$ cat config.mk
export PLATFORM = sky130hd
export DESIGN_NAME = apms_top
export DESIGN_NICKNAME = d
export VERILOG_FILES = /design/src/verilog/apms_pkg.sv /design/src/verilog/apms_sync_if.sv /design/src/verilog/apms_input_sync.sv /design/src/verilog/apms_top.sv
export SDC_FILE = /design/constraint.sdc
export NUM_CORES = 1
export LEC_CHECK = 0
export ABC_AREA = 0
export BUFFER_PORTS_ARGS = -buffer_cell sky130_fd_sc_hd__buf_2
export CORE_AREA = 2 2 136 99
export CTS_CLUSTER_DIAMETER = 60
export DETAILED_ROUTE_END_ITERATION = 6
export DIE_AREA = 0 0 138 101
export MAX_ROUTING_LAYER = met4
export PLACE_DENSITY = 0.82
export SLEW_MARGIN = 0
export SYNTH_ARGS = -nofsm -noshare
export SYNTH_HDL_FRONTEND = slang
export SYNTH_SLANG_ARGS = --single-unit
$ cat constraint.sdc
create_clock -name CLK_SYS_IN -period 3.65 [get_ports CLK_SYS_IN]
set_clock_uncertainty 0.2 [all_clocks]
set_input_delay 1.095 -clock CLK_SYS_IN [delete_from_list [all_inputs] [get_ports CLK_SYS_IN]]
set_output_delay 1.095 -clock CLK_SYS_IN [all_outputs]
set_load 0.1 [all_outputs]
$ cat src/verilog/apms_pkg.sv
// constants and types for the activity power mode sequencer
// ----------------------------------------------------------------------------
// Summary of operation
// - power mode requests come from software controls and from packet logic
// - separate power-down outputs for transmit, receive, synthesizer and amplifier
// - packet logic powers rf sections only while a packet needs them
// - connection low-power mode runs on slow oscillator, wakes after fixed period
// - four power states: active, idle, sleep, deep power-off
// - programmable inactivity period steps down to next lower state
// - activity in any lower state returns straight to active
// - entering deep power-off disables the core regulator output only while FW_REG_OFF_EN_IN is set
// - always-on io domain watches events and restores power on one
// - firmware control can disable the regulator in deep sleep
// - reset pin active low, open-drain drive, pull-up, accepts external low
// - high test-mode select enters test mode; tie low when unused
// ----------------------------------------------------------------------------
package apms_pkg;

  typedef enum logic [1:0] {
    APMS_ACTIVE,
    APMS_IDLE,
    APMS_SLEEP,
    APMS_DEEP_OFF
  } apms_state_type;

  localparam int unsigned TIMER_WIDTH         = 32;
  localparam int unsigned CONN_WIDTH          = 24;
  localparam int unsigned ACT_WIDTH           = 4;
  localparam logic [31:0] IDLE_TIMEOUT_RESET  = 32'h0000_4E20;
  localparam logic [31:0] SLEEP_TIMEOUT_RESET = 32'h0001_86A0;
  localparam logic [31:0] OFF_TIMEOUT_RESET   = 32'h0098_9680;
  localparam logic [23:0] CONN_WAKE_RESET     = 24'h00_1000;
  // reset pulse driven on the pin, in nanoseconds, and its cycle count at 5 ns
  localparam int unsigned CLK_PERIOD_NS       = 5;
  localparam int unsigned RESET_PULSE_NS      = 1000;
  localparam int unsigned RESET_PULSE_CYCLES  = (RESET_PULSE_NS + CLK_PERIOD_NS - 1) / CLK_PERIOD_NS;

endpackage

$ cat src/verilog/apms_sync_if.sv
// interface carrying synchronised activity and test levels
`timescale 1ns/1ps
interface apms_sync_if;
  logic [apms_pkg::ACT_WIDTH-1:0] activity;
  logic                           test_mode;
  logic                           reset_ext;
  modport source (output activity, output test_mode, output reset_ext);
  modport sink   (input activity, input test_mode, input reset_ext);
endinterface

$ cat src/verilog/apms_input_sync.sv
// two-stage synchroniser for activity, test and reset-pin inputs
`timescale 1ns/1ps
module apms_input_sync (
  input  wire logic                           clk_in,
  input  wire logic                           resetn_in,
  input  wire logic [apms_pkg::ACT_WIDTH-1:0] activity_in,
  input  wire logic                           test_mode_in,
  input  wire logic                           reset_pin_in,
  apms_sync_if.source                         sync
);

  logic [apms_pkg::ACT_WIDTH+1:0] stage1;
  logic [apms_pkg::ACT_WIDTH+1:0] stage2;

  always_ff @(posedge clk_in) begin
    if (!resetn_in) begin
      stage1 <= '0;
      stage2 <= '0;
    end else begin
      stage1 <= {~reset_pin_in, test_mode_in, activity_in};
      stage2 <= stage1;
    end
  end

  assign sync.activity  = stage2[apms_pkg::ACT_WIDTH-1:0];
  assign sync.test_mode = stage2[apms_pkg::ACT_WIDTH];
  assign sync.reset_ext = stage2[apms_pkg::ACT_WIDTH+1];

endmodule

$ cat src/verilog/apms_top.sv
// activity driven power mode sequencer with rf power-down control
`timescale 1ns/1ps
module apms_top (
  input  wire logic                           CLK_SYS_IN,
  input  wire logic                           RESETN_IN,
  input  wire logic [apms_pkg::ACT_WIDTH-1:0] ACTIVITY_IN,
  input  wire logic                           TEST_MODE_SELECT_IN,
  input  wire logic                           RESET_PIN_IN,
  input  wire logic                           FW_RESET_REQ_IN,
  input  wire logic                           SW_MODE_REQ_IN,
  input  wire logic [1:0]                     SW_MODE_IN,
  input  wire logic                           PKT_SLEEP_REQ_IN,
  input  wire logic                           PKT_TX_ON_IN,
  input  wire logic                           PKT_RX_ON_IN,
  input  wire logic                           FW_REG_OFF_EN_IN,
  input  wire logic [31:0]                    IDLE_TIMEOUT_IN,
  input  wire logic [31:0]                    SLEEP_TIMEOUT_IN,
  input  wire logic [31:0]                    OFF_TIMEOUT_IN,
  input  wire logic [23:0]                    CONN_WAKE_IN,
  output logic [1:0]                          POWER_STATE_OUT,
  output logic                                TX_PD_OUT,
  output logic                                RX_PD_OUT,
  output logic                                PLL_PD_OUT,
  output logic                                PA_PD_OUT,
  output logic                                CORE_REG_EN_OUT,
  output logic                                LOW_POWER_OSC_SEL_OUT,
  output logic                                CONN_WAKE_OUT,
  output logic                                TEST_MODE_OUT,
  output logic                                SYS_RESETN_OUT,
  output logic                                RESET_PIN_OUT,
  output logic                                RESET_PIN_OE_N_OUT
);

  apms_sync_if sync ();

  apms_input_sync u_sync (
    .clk_in       (CLK_SYS_IN),
    .resetn_in    (RESETN_IN),
    .activity_in  (ACTIVITY_IN),
    .test_mode_in (TEST_MODE_SELECT_IN),
    .reset_pin_in (RESET_PIN_IN),
    .sync         (sync)
  );

  // --------------------------------------------------------------------------
  // activity edge detection
  // --------------------------------------------------------------------------
  logic [apms_pkg::ACT_WIDTH-1:0] act_prev;
  logic                           activity_event;

  always_ff @(posedge CLK_SYS_IN) begin
    if (!RESETN_IN) begin
      act_prev <= '0;
    end else begin
      act_prev <= sync.activity;
    end
  end

  assign activity_event = |(sync.activity & ~act_prev);

  // --------------------------------------------------------------------------
  // power mode state machine
  // --------------------------------------------------------------------------
  apms_pkg::apms_state_type state;
  apms_pkg::apms_state_type next_state;
  logic [apms_pkg::TIMER_WIDTH-1:0] idle_cnt;
  logic [apms_pkg::TIMER_WIDTH-1:0] limit;
  logic                             expired;
  logic                             conn_mode;

  always_comb begin
    unique case (state)
      apms_pkg::APMS_ACTIVE: limit = IDLE_TIMEOUT_IN;
      apms_pkg::APMS_IDLE:   limit = SLEEP_TIMEOUT_IN;
      apms_pkg::APMS_SLEEP:  limit = OFF_TIMEOUT_IN;
      apms_pkg::APMS_DEEP_OFF: limit = '1;
    endcase
  end

  assign expired = (idle_cnt >= limit) && (state != apms_pkg::APMS_DEEP_OFF);

  always_comb begin
    next_state = state;
    if (activity_event) begin
      next_state = apms_pkg::APMS_ACTIVE;
    end else if (SW_MODE_REQ_IN) begin
      next_state = apms_pkg::apms_state_type'(SW_MODE_IN);
    end else if (PKT_SLEEP_REQ_IN && state == apms_pkg::APMS_ACTIVE) begin
      next_state = apms_pkg::APMS_IDLE;
    end else if (expired) begin
      unique case (state)
        apms_pkg::APMS_ACTIVE: next_state = apms_pkg::APMS_IDLE;
        apms_pkg::APMS_IDLE:   next_state = apms_pkg::APMS_SLEEP;
        apms_pkg::APMS_SLEEP:  next_state = apms_pkg::APMS_DEEP_OFF;
        apms_pkg::APMS_DEEP_OFF: next_state = apms_pkg::APMS_DEEP_OFF;
      endcase
    end
  end

  always_ff @(posedge CLK_SYS_IN) begin
    if (!RESETN_IN) begin
      state <= apms_pkg::APMS_ACTIVE;
    end else begin
      state <= next_state;
    end
  end

  always_ff @(posedge CLK_SYS_IN) begin
    if (!RESETN_IN) begin
      idle_cnt <= '0;
    end else if (activity_event || next_state != state) begin
      idle_cnt <= '0;
    end else if (!expired) begin
      idle_cnt <= idle_cnt + 1'b1;
    end
  end

  // --------------------------------------------------------------------------
  // low-power connection wake timer
  // --------------------------------------------------------------------------
  logic [apms_pkg::CONN_WIDTH-1:0] conn_cnt;

  assign conn_mode = (state == apms_pkg::APMS_SLEEP);

  always_ff @(posedge CLK_SYS_IN) begin
    if (!RESETN_IN) begin
      conn_cnt      <= '0;
      CONN_WAKE_OUT <= 1'b0;
    end else if (conn_mode && next_state == state) begin
      if (conn_cnt >= CONN_WAKE_IN) begin
        conn_cnt      <= '0;
        CONN_WAKE_OUT <= 1'b1;
      end else begin
        conn_cnt      <= conn_cnt + 1'b1;
        CONN_WAKE_OUT <= 1'b0;
      end
    end else begin
      conn_cnt      <= '0;
      CONN_WAKE_OUT <= 1'b0;
    end
  end

  // --------------------------------------------------------------------------
  // power and rf control outputs
  // --------------------------------------------------------------------------
  logic radio_live;
  logic deep_next;

  assign radio_live = (next_state == apms_pkg::APMS_ACTIVE) || (next_state == apms_pkg::APMS_IDLE);
  assign deep_next  = (next_state == apms_pkg::APMS_DEEP_OFF);

  // driven from next_state so every control lands together with the state output
  always_ff @(posedge CLK_SYS_IN) begin
    if (!RESETN_IN) begin
      POWER_STATE_OUT       <= 2'h0;
      CORE_REG_EN_OUT       <= 1'b1;
      LOW_POWER_OSC_SEL_OUT <= 1'b0;
    end else begin
      POWER_STATE_OUT       <= 2'(next_state);
      CORE_REG_EN_OUT       <= !(deep_next && FW_REG_OFF_EN_IN);
      LOW_POWER_OSC_SEL_OUT <= (next_state == apms_pkg::APMS_SLEEP) || deep_next;
    end
  end

  // --------------------------------------------------------------------------
  // rf power-down controls, gated per packet
  // --------------------------------------------------------------------------
  // amplifier follows transmit; synthesizer serves both paths
  always_ff @(posedge CLK_SYS_IN) begin
    if (!RESETN_IN) begin
      TX_PD_OUT  <= 1'b1;
      RX_PD_OUT  <= 1'b1;
      PLL_PD_OUT <= 1'b1;
      PA_PD_OUT  <= 1'b1;
    end else begin
      TX_PD_OUT  <= !(radio_live && PKT_TX_ON_IN);
      RX_PD_OUT  <= !(radio_live && PKT_RX_ON_IN);
      PLL_PD_OUT <= !(radio_live && (PKT_TX_ON_IN || PKT_RX_ON_IN));
      PA_PD_OUT  <= !(radio_live && PKT_TX_ON_IN);
    end
  end

  // --------------------------------------------------------------------------
  // reset pin
  // --------------------------------------------------------------------------
  logic [9:0] rst_cnt;

  always_ff @(posedge CLK_SYS_IN) begin
    if (!RESETN_IN) begin
      rst_cnt <= '0;
    end else if (FW_RESET_REQ_IN) begin
      rst_cnt <= 10'(apms_pkg::RESET_PULSE_CYCLES);
    end else if (rst_cnt != '0) begin
      rst_cnt <= rst_cnt - 1'b1;
    end
  end

  always_ff @(posedge CLK_SYS_IN) begin
    if (!RESETN_IN) begin
      RESET_PIN_OUT      <= 1'b0;
      RESET_PIN_OE_N_OUT <= 1'b1;
      SYS_RESETN_OUT     <= 1'b0;
    end else begin
      RESET_PIN_OUT      <= 1'b0;
      // released while the count reads one, so the pin stays low for the full count
      RESET_PIN_OE_N_OUT <= !(FW_RESET_REQ_IN || rst_cnt > 10'h001);
      SYS_RESETN_OUT     <= !sync.reset_ext && rst_cnt == '0;
    end
  end

  // --------------------------------------------------------------------------
  // test mode select
  // --------------------------------------------------------------------------
  always_ff @(posedge CLK_SYS_IN) begin
    if (!RESETN_IN) begin
      TEST_MODE_OUT <= 1'b0;
    end else begin
      TEST_MODE_OUT <= sync.test_mode;
    end
  end

endmodule

# Yosys cells after proc, flatten, opt, wreduce, memory -nomap -nowiden
# Cells that the tools add are included.
classes:
  n_addsub: 3
  muxes: 9
  eq_ne: 9
  n_bitwise: 5
  magnitude_cmp: 3
  n_reduce_logical: 30
ops:
  columns: ["operator", "n"]
  rows:
  - ["one-hot mux 32 bit (4 select lines)", 1]
  - ["adder 32 x 1 -> 32 bit (second input constant)", 1]
  - [">= comparator 32 bit", 1]
  - ["adder 24 x 1 -> 24 bit (second input constant)", 1]
  - [">= comparator 24 bit", 1]
  - ["two-way mux 8 bit", 2]
  - ["greater-than comparator 10 x 1 -> 1 bit (second input constant)", 1]
  - ["logical NOT 10 bit", 1]
  - ["nonzero test 10 bit", 1]
  - ["subtractor 10 x 1 -> 10 bit (second input constant)", 1]
  - ["equality test 2 bit (second input constant)", 4]
  - ["logical AND 1 bit", 8]
  - ["two-way mux 2 bit", 4]
  - ["logical NOT 1 bit", 6]
  - ["one-hot mux 2 bit (3 select lines)", 1]
  - ["OR reduction 2 bit", 3]
  - ["logical OR 1 bit", 5]
  - ["AND 4 bit", 1]
  - ["equality test 2 x 1 -> 1 bit (second input constant)", 2]
  - ["logical NOT 2 bit", 2]
  - ["inverter 4 bit", 1]
  - ["OR reduction 4 bit", 1]
  - ["inverter 1 bit", 3]
  - ["OR reduction 3 bit", 1]
  - ["other kinds (6)", 6]
totals:
  output_inout_bits: 13
  inputBits: 136
  word_cells: 76
  reg_bits: 93

# Depth between registers and ports, before layout
# Gate-level depths: netlist of run 1.
logic_depth:
  depth_word: 12
  depth_mapped: 14
  ltp_nobuf: 11

# Modules after synthesis
# A second synthesis of run 1 with hierarchy kept.
unflattened:
  hier_cells: 690
  hier_area_um2: 5890.6
modules_own_cells:
  columns: ["mod", "cells_per_inst", "area_each_um2", "seq_area_each_um2", "instances"]
  rows:
  - ["apms_top", 665, 5564.1, 1621.6, 1]
  - ["apms_input_sync", 25, 326.6, 240.2, 1]

# Least setup slack after synthesis of run 1
# Ideal clock, no wire load.
synth_path:
  path_kind: "register to register"
  from: "reg, netlist name POWER_STATE_OUT[0]"
  to: "reg idle_cnt[29] in the netlist's numbering"
  path_slack_ps: -723
  period_less_slack_ps: 4373
  setup_time_ps: 66
  required_ps: 3384
  n_path_buf: 3
  path_stages_with_launch: 14
  arrival_time_ps: 4107
  path_cell_list: "dfxtp_1 clkbuf_1 buf_1 mux2_2 o22ai_1 ha_1 a211oi_1 o21ai_0 a311oi_1 o21a_2 o21ai_1 buf_6 or4_4 a21oi_2"
synth_rtl:
  columns: ["element", "line_no", "text"]
  rows:
  - ["end signal, assigned", "apms_top.sv:114", "idle_cnt <= idle_cnt + 1'b1;"]
  - ["end, declared", "apms_top.sv:66", "logic [apms_pkg::TIMER_WIDTH-1:0] idle_cnt;"]

# Worst setup path in the final report of run 1
layout_path:
  from: "in SLEEP_TIMEOUT_IN[9]"
  to: "reg idle_cnt[5] in the netlist's numbering"
layout_between:
  elab_chain_len: 10
layout_rtl:
  columns: ["element", "line_no", "text"]
  rows:
  - ["start, declared", "apms_top.sv:17", "input wire logic [31:0] SLEEP_TIMEOUT_IN,"]
  - ["one-hot mux 32 bit (4 select lines) (*)", "apms_top.sv:72", "unique case (state)"]
  - [">= comparator 32 bit (*)", "apms_top.sv:80", "assign expired = (idle_cnt >= limit) && (state != apms_pkg::APMS_DEEP_OFF);"]
  - ["logical AND 1 bit (*)", "apms_top.sv:80", null]
  - ["two-way mux 2 bit", "apms_top.sv:90", "end else if (expired) begin"]
  - ["two-way mux 2 bit", "apms_top.sv:88", "end else if (PKT_SLEEP_REQ_IN && state == apms_pkg::APMS_ACTIVE) begin"]
  - ["two-way mux 2 bit", "apms_top.sv:86", "end else if (SW_MODE_REQ_IN) begin"]
  - ["two-way mux 2 bit", "apms_top.sv:84", "if (activity_event) begin"]
  - ["inequality test 2 bit", "apms_top.sv:111", "end else if (activity_event || next_state != state) begin"]
  - ["logical OR 1 bit", "apms_top.sv:111", null]
  - ["OR reduction 2 bit (no line)", null, null]
# Every way passes the cells marked *; elsewhere a longest branch is shown, timed or not.
# A chain may end at the register's enable or synchronous reset.

==> flow_metrics.py, run 1 <==
metrics = {
    "routing": {
        "firstDrtPassIters": 5,
        "wl_per_cell_um": 14.0,
        "vias": 5642,
        "drtAntennaViolNets": 0,
        "drt-vias-per-instance": 5.44,
        "wl_mm": 14.5,
        "route.detailed.drc": 0,
        "first_iter_violations": 256,
    },
    "clock_tree": {
        "cts_tree": "yes",
        "numCtsBuffers": 9,
        "cts.clk_slew.worst_paths_ps": 70,
        "cts_root_buf": "clkbuf_16",
        "clock_sinks": 93,
        "clockBufferDepth": 2,
        "cts-htree-levels": 3,
        "hold_buffers": 0,
        "clk_latency_ps": 350,
    },
    "yosys": {
        "postSynth.asyncResetShare": 0,
        "synth_area_leaders": "dfxtp_1 31%, ha_1 12%, mux2_2 6.1%, a21oi_1 3.5%, o22ai_1 3.2%",
        "synth_top_family_by_area": "simple AND/OR/NAND/NOR gates",
        "synth_area_um2": 6060,
        "syn_inst": 700,
        "synthAdderAreaFrac": 0.124,
        "syn_nets": 896,
        "synth_top_area_cell": "dfxtp_1",
        "synth-simple-area-share": 0.227,
        "syn_avg_cell_area_um2": 8.65,
        "seq_area_frac_synth": 0.307,
        "synth_top_area_frac": 0.307,
        "ys_seq_elements": 93,
        "synth_edf_count": 0,
        "yosys_warnings": 0,
        "synth-compound-area-share": 0.179,
        "synth_xor_xnor_area_share": 0.0448,
        "synthMuxAreaShare": 0.0647,
        "ys.flop_type": "dfxtp_1",
        "yosysUniqueCellTypes": 65,
    },
    "place": {
        "numPortBuffers": 147,
        "post-place-cells": 1016,
        "dp_hpwl_mm": 10.9,
        "pre_cts_slack_ps": -414,
        "place_congestion": 0.882,
    },
    "final_layout": {
        "final_common_cell": "buf_2",
        "nets": 1063,
        "drive_gt1_frac": 0.320,
        "final_cell_mix": "147 x buf_2, 91 x dfxtp_1, 60 x ha_1, 47 x nand2_1, 43 x inv_1",
        "final_cell_count_no_fill": 1038,
        "antenna_cells": 0,
        "final_util": 0.601,
        "syn_to_final_growth_pct": 26.1,
    },
    "die": {
        "io_pins": 149,
        "core-area_um2": 12700,
        "die_w_um": 138,
        "die_y_um": 101,
        "initial_utilization": 0.477,
        "dieArea_um2": 13900,
        "num_rows": 35,
    },
    "sta": {
        "hold_violations": 0,
        "fin_crit_ps": 3600,
        "finalCritPeriodShare": 0.987,
        "rsz0062_at_grt": "true",
        "slew_violations": 0,
        "fmax_mhz": 277,
        "tightest_slew_ps": 782,
        "setup_ws_ps": 46.4,
        "relSlewSlack": 0.477,
        "timing.hold.ws_ps": 187,
        "final-setup-viol-count": 0,
    },
    "grt": {
        "grt_pass1_wl_mm": 23.0,
        "grt_max_degree": 28,
        "antenna_found_initial": 0,
        "grt_pass1_vias": 5125,
        "grt_overflow": 0,
        "grt_usage": 0.203,
    },
    "worst_setup_path": {
        "crit_slowest_cell": "a311oi_2",
        "worstPathMaxFanout": 8,
        "crit_family": "compound AO/OA/AOI/OAI gates",
        "worst_setup_path_start_kind": "input port",
        "worstPathArrival_ps": 3680,
        "cp_num_buf_inv": 3,
        "critPathKind": "in -> reg",
        "worstPathRequired_ps": 3730,
        "cp_cell_sequence": "buf_2, mux2_2, o22ai_2, ha_1, a211oi_2, o21ai_1, a311oi_2, o21a_2, o21ai_2, buf_6, buf_4, or3_1, a21oi_2",
        "critPathCaptureType": "register",
        "slowest_delay_ps": 370,
    },
    "worst_hold_path": {
        "hold_class": "reg -> reg",
    },
    "run": {
        "maxCapViolCount": 0,
    },
    "power_and_ir_drop": {
        "pwr_density_cell_nw_per_um2": 329,
        "p_leak_nw": 3.26,
        "ir_drop_v": 0.000237,
    },
    "status": {
        "status": "completed",
    },
}
[area by class of cell]
cell class              count  area [um^2]
flip-flops and latches     93         1870
multi-input cells         534         3990
clock buffers               9          225
repair buffers            186         1080
clock inverters             7         93.8
well taps                 166          208
inverters                  43          161
fillers                  1095         5060
[synth_stat cells (3+ instances only)]
| library cell | number |
|---|---|
| ha_1 | 60 |
| xnor2_1 | 16 |
| or3_1 | 12 |
| and4_1 | 4 |
| o21a_1 | 3 |
| and2_1 | 21 |
| nand2b_1 | 7 |
| o21ai_1 | 3 |
| clkbuf_1 | 13 |
| o22ai_1 | 31 |
| nor2b_1 | 8 |
| and3_1 | 9 |
| or4_1 | 14 |
| nand3b_1 | 4 |
| a211oi_1 | 7 |
| mux2_2 | 33 |
| buf_2 | 5 |
| nor3_1 | 34 |
| nand2_1 | 48 |
| inv_1 | 43 |
| dfxtp_1 | 93 |
| nor2_1 | 34 |
| a21oi_1 | 42 |
| o31ai_1 | 16 |
| o21ai_0 | 19 |
| a31o_2 | 3 |
| o211ai_1 | 3 |
| xor2_1 | 15 |
| a21o_1 | 6 |
| buf_4 | 3 |
| nand4_1 | 21 |
| nand3_1 | 19 |
| buf_1 | 5 |
[metrics by stage]
step	TNS, ps	instance area [um^2]	power, W
2_1_floorplan	0	6070	0.00141
3_3_place_gp	-16830	7140	0.00155
3_5_place_dp	-19840	7140	0.00156
4_1_cts	0	7460	0.00253
5_1_grt	-1610	7630	0.00263
6_report	0	7630	0.00251
[timing repair]
| action | CTS | global route |
|---|---|---|
| resized for setup | 1 | 31 |
| pin swaps | 0 | 21 |
| hold endpoints to repair | 0 | 0 |
| setup endpoints to repair | 26 | 54 |
| buffers inserted | 0 | 6 |
[logic make-up after synthesis]
group / Yosys count
AND/OR/NAND/NOR: 247
adder cells (fa/ha/maj): 60
AO/OA/AOI/OAI: 160
multiplexers: 35
XOR/XNOR: 31
flip-flops: 93
other: 1
buffers and inverters: 73
[report_power, final]
| group | total, W | internal (W) | leakage, nW | switching [W] |
|---|---|---|---|---|
| logic | 0.000483 | 0.000218 | 2.35 | 0.000266 |
| clock network | 0.000961 | 0.000494 | 0.153 | 0.000467 |
| registers | 0.00107 | 0.00104 | 0.757 | 0.0000250 |
| total | 0.00251 | 0.00175 | 3.26 | 0.000758 |
[routing by layer]
layer	share of wire	GRT usage	vias up	routed length, um
met1	0.48	0.257	2586	7040
met5	0	-	-	0
met2	0.46	0.334	118	6720
met3	0.036	0.0380	17	516
li1	-	-	2921	-
met4	0.017	0.0644	0	254
[path summary, 6_finish.rpt]
path	from	to	slack, ps	cells past startpoint
max	SLEEP_TIMEOUT_IN[9]	idle_cnt[5]$_SDFFE_PP0P_	50	13
min	u_sync.stage2[5]$_SDFF_PN0_	SYS_RESETN_OUT$_SDFF_PN0_	190	1
max reg2reg	POWER_STATE_OUT[0]$_SDFF_PN0_	idle_cnt[5]$_SDFFE_PP0P_	240	13
min reg2reg	u_sync.stage2[5]$_SDFF_PN0_	SYS_RESETN_OUT$_SDFF_PN0_	190	1
[sequential cells by signal (all words and copies together) (netlist names), 2 cells and up]
name and flops:
u_sync.stage2 6, POWER_STATE_OUT 2, idle_cnt 32, u_sync.stage1 6, conn_cnt 24, rst_cnt 10
act_prev 4
Note: power is estimated with default switching activity, not from simulation.
==> run 2: changes to the inputs <==
Settings changed: CORE_AREA 2 2 136 99 to 2 2 142 103, DIE_AREA 0 0 138 101 to 0 0 144 105, PLACE_DENSITY 0.82 to 0.77.
==> flow_metrics.py, run 2 (same netlist as run 1, synthesis figures left out) <==
metrics = {
    "sta": {
        "tightest_slew_ps": 697,
        "setup-tns-final_ps": 0,
        "hold_violations": 0,
        "fin_crit_ps": 3630,
        "relSlewSlack": 0.534,
        "slew_violations": 0,
        "timing.hold.ws_ps": 187,
        "fmax_mhz": 276,
        "finalCritPeriodShare": 0.993,
        "final-setup-viol-count": 0,
    },
    "worst_setup_path": {
        "crit_slowest_cell": "or4_1",
        "worstPathMaxFanout": 14,
        "critPathKind": "in -> reg",
        "cp_num_buf_inv": 2,
        "r2r_cells": 14,
        "worstPathArrival_ps": 3690,
        "reg2reg_slack_ps": 130,
        "critPathCaptureType": "register",
        "worstPathRequired_ps": 3710,
        "r2r-end": "idle_cnt[25]$_SDFFE_PP0P_",
        "worst_setup_path_start_kind": "input port",
        "slowest_delay_ps": 530,
        "crit_family": "compound AO/OA/AOI/OAI gates",
        "path_common_cell": "o21ai_1",
        "rr_startpoint": "POWER_STATE_OUT[0]$_SDFF_PN0_",
        "cp_cell_sequence": "buf_2, mux2_2, o22ai_1, ha_1, a211oi_2, o21ai_1, a311oi_2, o21a_2, o21ai_1, buf_6, or4_1, a21oi_2",
    },
    "clock_tree": {
        "clk_latency_ps": 340,
        "hold_buffers": 0,
        "cts_root_buf": "clkbuf_16",
        "clock_sinks": 93,
        "cts.clk_slew.worst_paths_ps": 70,
        "numCtsBuffers": 9,
        "cts-htree-levels": 3,
        "cts_tree": "yes",
        "clockBufferDepth": 2,
    },
    "routing": {
        "wl_mm": 14.9,
        "firstDrtPassIters": 5,
        "first_iter_violations": 306,
        "drt-vias-per-instance": 5.34,
        "vias": 5679,
        "drtAntennaViolNets": 0,
        "wl_per_cell_um": 14.0,
        "route.detailed.drc": 0,
    },
    "grt": {
        "grt_overflow": 0,
        "grt_max_degree": 29,
        "grt_pass1_wl_mm": 24.3,
        "grt_pass1_vias": 5272,
        "antenna_found_initial": 0,
        "grt_usage": 0.199,
    },
    "power_and_ir_drop": {
        "pwr-share-seq": 0.432,
        "p_int_w": 0.00174,
        "p_sw_frac": 0.296,
        "totalPowerFinal_w": 0.00248,
        "p_switching_w": 0.000732,
        "power_frac_comb": 0.198,
        "p_leak_nw": 3.24,
        "ir_drop_v": 0.000218,
        "pwr_density_cell_nw_per_um2": 328,
        "power.share.clock": 0.370,
    },
    "final_layout": {
        "antenna_cells": 0,
        "final_cell_mix": "147 x buf_2, 91 x dfxtp_1, 60 x ha_1, 48 x nand2_1, 43 x inv_1",
        "drive_gt1_frac": 0.308,
        "syn_to_final_growth_pct": 24.7,
        "final_common_cell": "buf_2",
        "largest_reg_flops": 32,
        "nets": 1064,
        "final_util": 0.553,
        "regMostFlops": "idle_cnt",
        "top_regs": "idle_cnt: 32 flops, conn_cnt: 24 flops, rst_cnt: 10 flops",
    },
    "die": {
        "die_y_um": 105,
        "dieArea_um2": 15100,
        "io_pins": 149,
        "num_rows": 36,
        "die_w_um": 144,
        "initial_utilization": 0.444,
        "core-area_um2": 13600,
    },
    "status": {
        "status": "completed",
    },
    "run": {
        "maxCapViolCount": 0,
    },
    "worst_hold_path": {
        "min_from": "u_sync.stage2[5]$_SDFF_PN0_",
        "min_path_cells": 1,
        "whs_endpoint": "SYS_RESETN_OUT$_SDFF_PN0_",
        "hold_class": "reg -> reg",
    },
    "place": {
        "dp_hpwl_mm": 11.2,
        "place_congestion": 0.848,
        "numPortBuffers": 147,
    },
}
==> run 2: worst max-delay path by stage <==
stage                                        startpoint                          to  slack (ps)  cells past startpoint
final                               SLEEP_TIMEOUT_IN[9]   idle_cnt[25]$_SDFFE_PP0P_          20                     12
after global routing                IDLE_TIMEOUT_IN[10]   idle_cnt[25]$_SDFFE_PP0P_         -80                     12
after CTS                           SLEEP_TIMEOUT_IN[9]   idle_cnt[11]$_SDFFE_PP0P_          10                     12
after detailed placement            SLEEP_TIMEOUT_IN[9]     conn_cnt[22]$_SDFF_PP0_        -390                     12
after global placement              SLEEP_TIMEOUT_IN[9]  CORE_REG_EN_OUT$_SDFF_PN1_        -320                     11
after floorplan           POWER_STATE_OUT[0]$_SDFF_PN0_   idle_cnt[29]$_SDFFE_PP0P_           3                     13
==> run 2: power groups by stage <==
stage	Combinational, W	Sequential (W)	Clock (W)
floorplan	0.000275	0.00114	0
global placement	0.000465	0.00109	0
detailed placement	0.000475	0.00109	0
CTS	0.000478	0.00107	0.000936
global route	0.000540	0.00107	0.000982
finish	0.000490	0.00107	0.000916
==> run 2: timing repair <==
action	in CTS	in global routing
setup endpoints to repair	25	53
pin swaps	0	4
hold endpoints to repair	0	0
gates resized for setup	1	14
buffers inserted	0	9
==> run 2: layout make-up <==
class	count	area, um^2
fillers	1240	6100
flip-flops and latches	93	1870
well taps	190	238
clock buffers	9	225
clock inverters	7	65.1
repair buffers	187	1070
inverters	43	161
multi-input cells	534	3920
==> run 2: metrics by stage <==
stage	instances	area [um^2]	worst slack (ps)
after floorplan	700	6070	3.05
after global placement	1038	7140	-321
after detailed placement	1038	7140	-389
after CTS	1054	7430	9.99
after global routing	1063	7550	-79.9
final	1063	7550	24.7
==> run 2: worst register-to-register path: cells and delay by family, from the launching register on <==
kind	cells	cell delay, ps
AND/OR/NAND/NOR	2	610
AO/OA/AOI/OAI	7	1260
buffers and inverters	4	600
adder cells (fa/ha/maj)	1	310
flip-flops	1	460
==> run 2: metal layers <==
layer  global-route usage  up-vias  routed length [um]
li1                     -     2922                   -
met1                0.253     2625                7080
met2                0.336      120                7150
met3               0.0321       12                 555
met4               0.0378        0                 112
met5                    -        -                   0
